===== src/rtl/rx_cfg_pkg.sv =====
// shared constants, register map and carrier types of the receive filter configuration bank
`default_nettype none
package rx_cfg_pkg;
   // register indexes; the byte address on the bus is four times the index
   localparam int IDX_W = 7;
   localparam logic [6:0] IDX_CTRL_MASK0 = 7'h42;
   localparam logic [6:0] IDX_CTRL_MASK1 = 7'h43;
   localparam logic [6:0] IDX_CTRL_MASK2 = 7'h44;
   localparam logic [6:0] IDX_CTRL_MASK3 = 7'h45;
   localparam logic [6:0] IDX_CTRL_REF3 = 7'h46;
   localparam logic [6:0] IDX_CTRL_REF2 = 7'h47;
   localparam logic [6:0] IDX_CTRL_REF1 = 7'h48;
   localparam logic [6:0] IDX_CTRL_REF0 = 7'h49;
   localparam logic [6:0] IDX_PEER_SOURCE_MASK = 7'h4A;
   localparam logic [6:0] IDX_PEER_ADDRESS = 7'h4B;
   localparam logic [6:0] IDX_ALL_STATIONS = 7'h4C;
   localparam logic [6:0] IDX_GROUP_ADDRESS = 7'h4D;
   localparam logic [6:0] IDX_OWN_ADDRESS = 7'h4E;
   localparam logic [6:0] IDX_FILTER_OPTIONS = 7'h4F;
   localparam logic [6:0] IDX_PROTOCOL_HI = 7'h50;
   localparam logic [6:0] IDX_PROTOCOL_MID = 7'h51;
   localparam logic [6:0] IDX_PROTOCOL_LO = 7'h52;
   localparam logic [6:0] IDX_TIMEOUT_PRESCALE = 7'h53;
   localparam logic [6:0] IDX_TIMEOUT_COUNT = 7'h54;
   localparam int NUM_REGS = 19;
   localparam int SLOT_W = 5;
   // reset values: zero, and those of the bytes that do not reset to zero
   localparam logic [7:0] RST_ZERO = 8'h00;
   localparam logic [7:0] RST_FILTER_OPTIONS = 8'h70;
   localparam logic [7:0] RST_PROTOCOL_HI = 8'h02;
   localparam logic [7:0] RST_PROTOCOL_LO = 8'h08;
   localparam logic [7:0] RST_TIMEOUT_PRESCALE = 8'h01;
   // filter option bits
   localparam int OPT_CRC_CHECK = 0;
   localparam int OPT_ALL_STATIONS = 1;
   localparam int OPT_GROUP = 2;
   localparam int OPT_OWN = 3;
   localparam int OPT_SOURCE = 4;
   localparam int OPT_CONTROL = 5;
   localparam int OPT_OR_SELECT = 6;
   // protocol high byte bits
   localparam int HI_CS_GATE = 7;
   localparam int HI_SQI_GATE = 6;
   localparam int HI_PQI_GATE = 5;
   localparam int HI_SEQ_MSB = 4;
   localparam int HI_SEQ_LSB = 3;
   localparam int HI_RC_CAL = 2;
   localparam int HI_SYNTH_CAL = 1;
   localparam int HI_DUTY = 0;
   // protocol middle byte bits
   localparam int MID_RELOAD_SYNC = 7;
   localparam int MID_ACK_PAYLOAD = 6;
   localparam int MID_SEED = 3;
   localparam int MID_ACCESS = 2;
   localparam int MID_PERSISTENT = 1;
   localparam int MID_AUTO_FILTER = 0;
   // protocol low byte bits
   localparam int LO_RETX_MSB = 7;
   localparam int LO_RETX_LSB = 4;
   localparam int LO_NO_ACK = 3;
   localparam int LO_AUTO_ACK = 2;
   localparam int LO_PERSISTENT_RECEIVE_EN = 1;
   localparam int LO_PERSISTENT_TRANSMIT_EN = 0;
   // receive timeout timebase
   localparam int CLOCK_PERIOD_NS = 4;
   localparam int TIMEOUT_TICK_NS = 1000;
   localparam int TICK_CYCLES = (TIMEOUT_TICK_NS / CLOCK_PERIOD_NS < 1) ? 1 : TIMEOUT_TICK_NS / CLOCK_PERIOD_NS;
   localparam int TICK_W = 8;
   localparam logic [1:0] HTRANS_NONSEQ = 2'h2;
   localparam logic [2:0] HSIZE_WORD = 3'h2;

   typedef struct packed {
      logic [7:0] dest;
      logic [7:0] source;
      logic [3:0][7:0] ctrl;
      logic crc_ok;
   } rx_pkt_s;

   typedef struct packed {
      logic auto_en;
      logic crc_check;
      logic own_en;
      logic group_en;
      logic all_en;
      logic source_en;
      logic ctrl_en;
      logic [7:0] own;
      logic [7:0] group;
      logic [7:0] all;
      logic [7:0] peer;
      logic [7:0] source_mask;
      logic [3:0][7:0] ctrl_ref;
      logic [3:0][7:0] ctrl_mask;
   } filter_cfg_s;

   typedef struct packed {
      logic cs;
      logic sync_quality_indication;
      logic preamble_quality_indication;
   } qual_s;

   typedef struct packed {
      logic [7:0] peer_address;
      logic [7:0] own_address;
      logic [1:0] tx_seq;
      logic no_ack_flag;
      logic rc_osc_autocal_en;
      logic synth_osc_autocal_en;
      logic duty_cycle_en;
      logic wake_timer_reload_on_sync;
      logic ack_payload_en;
      logic channel_access_en;
      logic channel_access_persistent;
      logic backoff_en;
      logic auto_filter_en;
      logic [3:0] max_retransmissions;
      logic retransmit_en;
      logic auto_ack_en;
      logic persistent_receive_en;
      logic persistent_transmit_en;
   } proto_cfg_s;
endpackage
`default_nettype wire


===== src/rtl/rx_accept_filter.sv =====
// combinational acceptance check of one received packet header
`default_nettype none
module rx_accept_filter
   import rx_cfg_pkg::*;
(
   // configuration and packet
   input wire filter_cfg_s cfg,
   input wire rx_pkt_s pkt,
   // verdict
   output logic accept
);
   function automatic logic masked_eq(input logic [7:0] a, input logic [7:0] b, input logic [7:0] m);
      masked_eq = ((a ^ b) & m) == 8'h00;
   endfunction

   logic dest_ok;
   logic source_ok;
   logic ctrl_ok;

   always_comb begin
      // with no destination check enabled any destination passes
      dest_ok = !(cfg.own_en || cfg.group_en || cfg.all_en);
      if (cfg.own_en && pkt.dest == cfg.own) begin
         dest_ok = 1'b1;
      end
      if (cfg.group_en && pkt.dest == cfg.group) begin
         dest_ok = 1'b1;
      end
      if (cfg.all_en && pkt.dest == cfg.all) begin
         dest_ok = 1'b1;
      end
      // a zero mask compares nothing, so it never filters
      source_ok = !cfg.source_en || masked_eq(pkt.source, cfg.peer, cfg.source_mask);
      ctrl_ok = 1'b1;
      for (int i = 0; i < 4; i++) begin
         if (cfg.ctrl_en && !masked_eq(pkt.ctrl[i], cfg.ctrl_ref[i], cfg.ctrl_mask[i])) begin
            ctrl_ok = 1'b0;
         end
      end
      accept = !(cfg.auto_en && !(dest_ok && source_ok && ctrl_ok));
      if (cfg.crc_check && !pkt.crc_ok) begin
         accept = 1'b0;
      end
   end
endmodule
`default_nettype wire


===== src/rtl/rx_timeout_timer.sv =====
// receive timeout timer qualified by the carrier and quality indications
`default_nettype none
module rx_timeout_timer
   import rx_cfg_pkg::*;
(
   // clock and reset
   input wire logic clock,
   input wire logic reset,
   // settings
   input wire logic [7:0] prescale,
   input wire logic [7:0] count,
   input wire logic or_select,
   input wire qual_s gate,
   // receiver events
   input wire logic rx_start,
   input wire logic rx_leave,
   input wire qual_s qual,
   // expiry pulse
   output logic expired
);
   typedef enum logic [1:0] {TO_IDLE = 2'b01, TO_RUN = 2'b10} to_state_e;
   typedef struct packed {
      to_state_e st;
      logic [TICK_W-1:0] tick;
      logic [7:0] pre;
      logic [7:0] cnt;
      logic expired;
   } to_s;
   localparam logic [TICK_W-1:0] TICK_LAST = TICK_W'(TICK_CYCLES - 1);

   to_s s_reg;
   to_s s_next;
   logic [2:0] masked;
   logic stop_q;

   always_comb begin
      masked = {qual.cs & gate.cs, qual.sync_quality_indication & gate.sync_quality_indication, qual.preamble_quality_indication & gate.preamble_quality_indication};
      // or-mode stops on any gated indication, and-mode only when all gated ones hold
      stop_q = or_select ? (|masked) : ((|gate) && masked == gate);
      s_next = s_reg;
      s_next.expired = 1'b0;
      case (s_reg.st)
         TO_IDLE: begin
            // a zero count leaves the timer disabled
            if (rx_start && count != 8'h00) begin
               s_next.st = TO_RUN;
               s_next.tick = TICK_LAST;
               s_next.pre = prescale;
               s_next.cnt = count;
            end
         end
         TO_RUN: begin
            if (rx_leave || stop_q) begin
               s_next.st = TO_IDLE;
            end else if (s_reg.tick != '0) begin
               s_next.tick = s_reg.tick - 1'b1;
            end else begin
               // one prescaler period of ticks per count step
               s_next.tick = TICK_LAST;
               if (s_reg.pre > 8'h01) begin
                  s_next.pre = s_reg.pre - 8'h01;
               end else if (s_reg.cnt == 8'h01) begin
                  s_next.st = TO_IDLE;
                  s_next.expired = 1'b1;
               end else begin
                  s_next.pre = prescale;
                  s_next.cnt = s_reg.cnt - 8'h01;
               end
            end
         end
         default: s_next.st = TO_IDLE;
      endcase
   end

   always_ff @(posedge clock) begin
      if (reset) begin
         s_reg <= '{st: TO_IDLE, tick: '0, pre: 8'h00, cnt: 8'h00, expired: 1'b0};
      end else begin
         s_reg <= s_next;
      end
   end

   assign expired = s_reg.expired;
endmodule
`default_nettype wire


===== src/rtl/rx_filter_cfg.sv =====
// register bank, acceptance filter and protocol options of the receive filter, reached over AHB-Lite
//
// Functional notes
// - zero control mask byte disables that byte's check
// - four control references, bytes three down to zero
// - peer address: expected source, transmit destination
// - own address: transmit source, expected destination
// - all-stations check accepts all-stations destination
// - group check accepts group destination
// - own check accepts own destination
// - source filter compares under mask; zero mask passes
// - control filter compares bytes under their masks
// - CRC check discards packets with bad CRC
// - or-select combines gated indications with OR
// - three gates choose contributing quality indications
// - sequence reset loads the two-bit preset
// - RC and synthesizer oscillator calibration enables
// - duty cycle enable; wake reload on sync
// - seed reload bit reloads back-off seed
// - channel access enable and persistent variant
// - auto filter enable applies the checks
// - retransmission limit; zero disables retransmission
// - no-ack request sets no-ack in packets
// - persistent receive and transmit enables
// - timeout prescaler and counter; expiry leaves receive
//
// Our own choice: the AHB-Lite slave port.
`default_nettype none
module rx_filter_cfg
   import rx_cfg_pkg::*;
#(
   parameter int ADDR_W = 10
) (
   // clock and reset
   input wire logic clock,
   input wire logic reset,
   // AHB-Lite slave
   input wire logic hsel,
   input wire logic [ADDR_W-1:0] haddr,
   input wire logic [1:0] htrans,
   input wire logic hwrite,
   input wire logic [2:0] hsize,
   input wire logic [31:0] hwdata,
   input wire logic hready,
   output logic hreadyout,
   output logic [31:0] hrdata,
   output logic hresp,
   // received packet check
   input wire logic rx_pkt_valid,
   input wire rx_pkt_s rx_pkt,
   output logic pkt_done,
   output logic pkt_accept,
   // receive timeout
   input wire logic rx_start,
   input wire logic rx_leave,
   input wire qual_s rx_qual,
   output logic rx_timeout_expired,
   // protocol events
   input wire logic seq_reset_cmd,
   input wire logic tx_pkt_sent,
   input wire logic sync_detected,
   output logic seed_reload,
   output logic wake_timer_reload,
   // protocol settings
   output proto_cfg_s proto_cfg
);
   typedef struct packed {
      logic [NUM_REGS-1:0][7:0] regs;
      logic wr_pend;
      logic [SLOT_W-1:0] wr_slot;
      logic [31:0] rdata;
      logic pkt_done;
      logic pkt_accept;
      logic [1:0] tx_seq;
      logic seed_pulse;
      logic wake_pulse;
   } main_state_s;

   function automatic logic [SLOT_W-1:0] slot_of(input logic [6:0] idx);
      logic [6:0] d;
      d = idx - IDX_CTRL_MASK0;
      slot_of = d[SLOT_W-1:0];
   endfunction

   function automatic logic [NUM_REGS-1:0][7:0] reset_regs();
      logic [NUM_REGS-1:0][7:0] r;
      r = '0;
      r[slot_of(IDX_FILTER_OPTIONS)] = RST_FILTER_OPTIONS;
      r[slot_of(IDX_PROTOCOL_HI)] = RST_PROTOCOL_HI;
      r[slot_of(IDX_PROTOCOL_MID)] = RST_ZERO;
      r[slot_of(IDX_PROTOCOL_LO)] = RST_PROTOCOL_LO;
      r[slot_of(IDX_TIMEOUT_PRESCALE)] = RST_TIMEOUT_PRESCALE;
      reset_regs = r;
   endfunction

   localparam logic [SLOT_W-1:0] S_OPT = slot_of(IDX_FILTER_OPTIONS);
   localparam logic [SLOT_W-1:0] S_HI = slot_of(IDX_PROTOCOL_HI);
   localparam logic [SLOT_W-1:0] S_MID = slot_of(IDX_PROTOCOL_MID);
   localparam logic [SLOT_W-1:0] S_LO = slot_of(IDX_PROTOCOL_LO);

   main_state_s s_reg;
   main_state_s s_next;
   logic [ADDR_W-3:0] a_word;
   logic [6:0] a_idx;
   logic a_hit;
   logic a_take;
   logic [SLOT_W-1:0] a_slot;
   logic [7:0] opt;
   logic [7:0] hi;
   logic [7:0] mid;
   logic [7:0] lo;
   filter_cfg_s fcfg;
   logic accept;

   assign opt = s_reg.regs[S_OPT];
   assign hi = s_reg.regs[S_HI];
   assign mid = s_reg.regs[S_MID];
   assign lo = s_reg.regs[S_LO];

   // address phase decode: word accesses inside the bank only
   // the whole word address is range-checked so high address bits never alias into the bank
   assign a_word = haddr[ADDR_W-1:2];
   assign a_idx = a_word[6:0];
   assign a_take = hsel && hready && htrans == HTRANS_NONSEQ;
   assign a_hit = haddr[1:0] == 2'h0 && hsize == HSIZE_WORD && a_word >= IDX_CTRL_MASK0
      && a_word <= IDX_TIMEOUT_COUNT;
   assign a_slot = slot_of(a_idx);

   always_comb begin
      fcfg.auto_en = mid[MID_AUTO_FILTER];
      fcfg.crc_check = opt[OPT_CRC_CHECK];
      fcfg.own_en = opt[OPT_OWN];
      fcfg.group_en = opt[OPT_GROUP];
      fcfg.all_en = opt[OPT_ALL_STATIONS];
      fcfg.source_en = opt[OPT_SOURCE];
      fcfg.ctrl_en = opt[OPT_CONTROL];
      fcfg.own = s_reg.regs[slot_of(IDX_OWN_ADDRESS)];
      fcfg.group = s_reg.regs[slot_of(IDX_GROUP_ADDRESS)];
      fcfg.all = s_reg.regs[slot_of(IDX_ALL_STATIONS)];
      fcfg.peer = s_reg.regs[slot_of(IDX_PEER_ADDRESS)];
      fcfg.source_mask = s_reg.regs[slot_of(IDX_PEER_SOURCE_MASK)];
      // references sit at rising addresses for falling byte numbers
      fcfg.ctrl_ref = {s_reg.regs[slot_of(IDX_CTRL_REF3)], s_reg.regs[slot_of(IDX_CTRL_REF2)],
         s_reg.regs[slot_of(IDX_CTRL_REF1)], s_reg.regs[slot_of(IDX_CTRL_REF0)]};
      fcfg.ctrl_mask = {s_reg.regs[slot_of(IDX_CTRL_MASK3)], s_reg.regs[slot_of(IDX_CTRL_MASK2)],
         s_reg.regs[slot_of(IDX_CTRL_MASK1)], s_reg.regs[slot_of(IDX_CTRL_MASK0)]};
   end

   rx_accept_filter u_filter (
      .cfg(fcfg),
      .pkt(rx_pkt),
      .accept(accept)
   );

   rx_timeout_timer u_timeout (
      .clock(clock),
      .reset(reset),
      .prescale(s_reg.regs[slot_of(IDX_TIMEOUT_PRESCALE)]),
      .count(s_reg.regs[slot_of(IDX_TIMEOUT_COUNT)]),
      .or_select(opt[OPT_OR_SELECT]),
      .gate('{cs: hi[HI_CS_GATE], sync_quality_indication: hi[HI_SQI_GATE], preamble_quality_indication: hi[HI_PQI_GATE]}),
      .rx_start(rx_start),
      .rx_leave(rx_leave),
      .qual(rx_qual),
      .expired(rx_timeout_expired)
   );

   always_comb begin
      s_next = s_reg;
      s_next.seed_pulse = 1'b0;
      s_next.rdata = 32'h0000_0000;
      // data phase of a write lands here, one cycle after its address phase
      if (s_reg.wr_pend) begin
         s_next.regs[s_reg.wr_slot] = hwdata[7:0];
         if (s_reg.wr_slot == S_MID && hwdata[MID_SEED]) begin
            s_next.seed_pulse = 1'b1;
         end
      end
      s_next.wr_pend = a_take && hwrite && a_hit;
      s_next.wr_slot = a_slot;
      if (a_take && !hwrite && a_hit) begin
         // forward a write still in its data phase so a read right behind it is not stale
         if (s_reg.wr_pend && s_reg.wr_slot == a_slot) begin
            s_next.rdata = {24'h00_0000, hwdata[7:0]};
         end else begin
            s_next.rdata = {24'h00_0000, s_reg.regs[a_slot]};
         end
      end
      s_next.pkt_done = rx_pkt_valid;
      s_next.pkt_accept = rx_pkt_valid && accept;
      if (seq_reset_cmd) begin
         s_next.tx_seq = hi[HI_SEQ_MSB:HI_SEQ_LSB];
      end else if (tx_pkt_sent) begin
         s_next.tx_seq = s_reg.tx_seq + 2'h1;
      end
      s_next.wake_pulse = sync_detected && hi[HI_DUTY] && mid[MID_RELOAD_SYNC];
   end

   always_ff @(posedge clock) begin
      if (reset) begin
         s_reg <= '{regs: reset_regs(), wr_pend: 1'b0, wr_slot: '0, rdata: 32'h0000_0000,
            pkt_done: 1'b0, pkt_accept: 1'b0, tx_seq: 2'h0, seed_pulse: 1'b0, wake_pulse: 1'b0};
      end else begin
         s_reg <= s_next;
      end
   end

   // zero-wait slave: every transfer completes OKAY, unmapped reads give zero
   assign hreadyout = 1'b1;
   assign hresp = 1'b0;
   assign hrdata = s_reg.rdata;
   assign pkt_done = s_reg.pkt_done;
   assign pkt_accept = s_reg.pkt_accept;
   assign seed_reload = s_reg.seed_pulse;
   assign wake_timer_reload = s_reg.wake_pulse;

   always_comb begin
      proto_cfg.peer_address = fcfg.peer;
      proto_cfg.own_address = fcfg.own;
      proto_cfg.tx_seq = s_reg.tx_seq;
      proto_cfg.no_ack_flag = lo[LO_NO_ACK];
      proto_cfg.rc_osc_autocal_en = hi[HI_RC_CAL];
      proto_cfg.synth_osc_autocal_en = hi[HI_SYNTH_CAL];
      proto_cfg.duty_cycle_en = hi[HI_DUTY];
      proto_cfg.wake_timer_reload_on_sync = mid[MID_RELOAD_SYNC];
      proto_cfg.ack_payload_en = mid[MID_ACK_PAYLOAD];
      proto_cfg.channel_access_en = mid[MID_ACCESS];
      proto_cfg.channel_access_persistent = mid[MID_PERSISTENT];
      // the persistent variant never backs off
      proto_cfg.backoff_en = mid[MID_ACCESS] && !mid[MID_PERSISTENT];
      proto_cfg.auto_filter_en = mid[MID_AUTO_FILTER];
      proto_cfg.max_retransmissions = lo[LO_RETX_MSB:LO_RETX_LSB];
      proto_cfg.retransmit_en = lo[LO_RETX_MSB:LO_RETX_LSB] != 4'h0;
      proto_cfg.auto_ack_en = lo[LO_AUTO_ACK];
      proto_cfg.persistent_receive_en = lo[LO_PERSISTENT_RECEIVE_EN];
      proto_cfg.persistent_transmit_en = lo[LO_PERSISTENT_TRANSMIT_EN];
   end
endmodule
`default_nettype wire


===== config.mk =====
export PLATFORM = sky130hd
export DESIGN_NAME = rx_filter_cfg
export DESIGN_NICKNAME = d
export VERILOG_FILES = /design/src/rtl/rx_cfg_pkg.sv /design/src/rtl/rx_accept_filter.sv /design/src/rtl/rx_timeout_timer.sv /design/src/rtl/rx_filter_cfg.sv
export SDC_FILE = /design/constraint.sdc
export NUM_CORES = 1
export LEC_CHECK = 0
export ABC_CLOCK_PERIOD_IN_PS = 3300
export BUFFER_PORTS_ARGS = -buffer_cell sky130_fd_sc_hd__clkbuf_2
export CORE_UTILIZATION = 50
export DETAILED_ROUTE_END_ITERATION = 10
export PLACE_DENSITY = 0.72
export SLEW_MARGIN = 40
export SYNTH_ARGS = -nofsm -noshare
export SYNTH_HDL_FRONTEND = slang
export SYNTH_HIERARCHICAL = 1
export SYNTH_SLANG_ARGS = --single-unit

===== constraint.sdc =====
create_clock -name clock -period 3.3 [get_ports clock]
set_input_delay 0.66 -clock clock [delete_from_list [all_inputs] [get_ports clock]]
set_output_delay 0.66 -clock clock [all_outputs]
set_load 0.1 [all_outputs]

==> impl_metrics.yaml <==
sta:
  tns_ns: 0
  rsz0062_at_grt: "false"
  period_minus_slack_ns: 2.57
  worstMarginPinSlew_ns: 0.850
  timing.final.hold_violations: 0
  relSlewSlack_pct: 43.4
  finalClockSkew_ns: 0.00747
  finalCritPeriodShare_pct: 77.9
  whs_ns: 0.448
  finalSetupViolCount: 0
  max_freq_ghz: 0.389
  drv_slew: 0
power_and_ir_drop:
  combPwrFrac_pct: 11.2
  clockPowerShare_pct: 41.1
  peakVddDrop_v: 0.000287
  switching_share_pct: 27.1
  internal_power_w: 0.00370
  p_leak_nw: 5.05
  p_sw_w: 0.00137
  seqPwrFrac_pct: 47.7
  cellPowerDensity_nw_per_um2: 426
yosys:
  ys_types: 65
  synth_flop_cell: "dfxtp_1"
  async_reset_ff_share_pct: 0
  syn_area_um2: 10800
  seq_area_frac_synth_pct: 36.8
  yosysWarnings: 6
  synthCells: 1280
  synth_area_per_cell_um2: 8.47
  synth_edf_count: 0
  ys_ff_latch: 199
job:
  drv_cap: 0
cts:
  cts_root_buf: "clkbuf_16"
  cts_hold_buf: 0
  clockBufferDepth: 2
  cts_made_buffers: 17
  cts_resized: 0
  htreeDepth: 4
  cts_tree: "yes"
  path_clk_slew_ns: 0.07
  clk_latency_ns: 0.44
  cts.sinks: 199
  cts_setup_buffers: 0
grt:
  grt_max_degree: 80
  grt_pass1_wl_um: 47800
  grt_usage_pct: 27.7
  antenna_found_initial: 1
  gr-total-overflow: 0
  grt_pass1_vias: 8807
drt:
  ant_nets: 0
  wl_per_cell_um: 19.0
  vias_per_cell: 5.91
  route.detailed.drc: 0
  routed_wl_um: 30800
  drt-pass1-iter-count: 5
  num_vias: 9553
  drt-initial-drc-count: 1019
cells_and_area:
  design_area_um2: 11900
  area_growth_pct: 9.85
  layout.nets: 1446
  fin_cells: 1617
  drive_above_1_share_pct: 15.4
  largest_reg_flops: 88
  nFillCells: 1929
critical_path:
  cp_max_fo: 16
  cp.arrival_ns: 2.90
  crit_path_start_kind: "primary input"
  path_cells: "clkbuf_2 -> clkinv_1 -> ha_1 -> xor2_1 -> nand4_1 -> or3_1 -> o211a_1"
  critPathMaxStageDelay_ns: 0.59
  worst_ep_required_time_ns: 3.63
  cp_slowest_cell: "or3_1"
  timing_worst_setup_path_type: "primary input to flop"
  end_kind: "flop"
placed_design:
  port_buffers: 134
  dp_hpwl_um: 21300
  placed_cell_area_um2: 11300
  place_inst: 1583
  gp_congestion: 0.898
status:
  outcome: "finished, final reports clean"
floorplan:
  fp.dieArea_um2: 22300
  initial_core_util_pct: 51.2
  std_cell_rows: 53
  fp.coreArea_um2: 21200
  die_w_um: 149
  die_y_um: 149
  io_pins: 185
hold_path:
  hp-class: "primary input to flop"
## worst max-delay path: cells and delay by family
family	cells	cell delay [ns]
xor gates and xnor gates	1	0.17
adders and majority gates	1	0.54
buffers and inverters	2	0.53
AOI/OAI and AO/OA	1	0.30
and+or+nand+nor	2	0.69
## Yosys cell counts (4+ instances only)
library cell    n  share of area [%]
inv_1          15               0.52
ha_1            8               0.92
a21oi_1        98                4.5
nor2_1        102                3.5
nand3b_1        4               0.28
nand4_1        17               0.98
nor2b_1        18                1.0
a22oi_1        53                3.7
dfxtp_1       199                 37
o21ai_0        18               0.83
nand2_1       128                4.4
or3_1           7               0.40
or4_1           5               0.35
nor4_1          6               0.35
a211o_1         6               0.48
clkbuf_1       68                2.4
mux2i_1       141                 13
o31ai_1         5               0.35
o211a_1         8               0.74
buf_2          12               0.55
nor3_1         20               0.92
xor2_1         65                5.3
o2bb2ai_1      11               0.89
a211oi_1        6               0.42
a311oi_1        5               0.40
xnor2_1        13                1.1
o2111ai_1       5               0.40
nand3_1        99                4.6
nand2b_1        8               0.46
buf_4          69                4.8
nor3b_1         6               0.42
## layout make-up
class / instances / area (µm²) / area share (%)
clock buffer: 22 / 454 / 3.82
clock inverter: 10 / 121 / 1.02
multi-input combinational: 937 / 6070 / 51.0
tap: 275 / 344 / 2.89
antenna: 1 / 2.50 / 0.0210
timing repair buffer: 157 / 862 / 7.24
inverter: 16 / 60.1 / 0.505
sequential: 199 / 3980 / 33.5
## power groups by stage
stage	clock network (W)	registers [W]	logic [W]
floorplan	0	0.00248	0.000412
global placement	0	0.00247	0.000550
detailed placement	0	0.00247	0.000555
CTS	0.00211	0.00242	0.000557
global route	0.00221	0.00242	0.000596
finish	0.00209	0.00242	0.000568
## final timing paths
kind | to | depth (start not counted) | start | slack [ns]
max | hrdata[7] | 7 | haddr[3] | 0.73
min reg2reg | fcfg[28] | 2 | fcfg[28] | 0.48
min | s_reg[43] | 3 | hwrite | 0.45
max reg2reg | u_timeout/s_reg[5] | 8 | u_timeout/s_reg[9] | 0.84
## placed cells by master (no fill, tap or decap), types with 4 or more instances in the layout
master / count
o21ai_0: 18
a211o_1: 6
nand3_1: 99
xor2_1: 65
clkbuf_16: 17
o31ai_1: 5
clkbuf_1: 4
nand3b_1: 4
buf_4: 22
clkbuf_2: 133
nand2b_1: 8
mux2i_1: 141
conb_1: 26
a311oi_1: 5
nor4_1: 6
nor2b_1: 18
xnor2_1: 13
a22oi_1: 53
or3_1: 7
nand4_1: 17
a21oi_1: 98
o211a_1: 8
nor2_1: 100
a211oi_1: 6
o2111ai_1: 4
o2bb2ai_1: 11
ha_1: 8
dfxtp_1: 199
or4_1: 5
nor3_1: 19
inv_1: 15
nand2_1: 128
## metrics by stage
step	setup WS, ns	power, W	utilization (%)
final	0.730	0.00507	56.3
after global routing	0.523	0.00522	56.3
after CTS	0.761	0.00509	56.2
after detailed placement	0.321	0.00303	53.5
after global placement	0.355	0.00302	53.4
after floorplan	0.631	0.00289	-
## per-layer routing
layer  up-vias  global-route usage (%)  part of all wire (%)
li1       4531                       -                     -
met4         0                    8.27                   1.7
met2       438                    43.7                    46
met5         -                       0                     0
met1      4549                    38.8                    45
met3        35                    4.25                   7.4
## logic make-up after synthesis
group | synth area share, %
flops | 36.8
compound gates | 14.9
xor+xnor | 6.30
other cells | 0.0693
simple gates | 19.6
fa+ha+maj | 0.924
buf+inv | 8.42
mux | 13.0
Power figures use the tool's default switching activity.
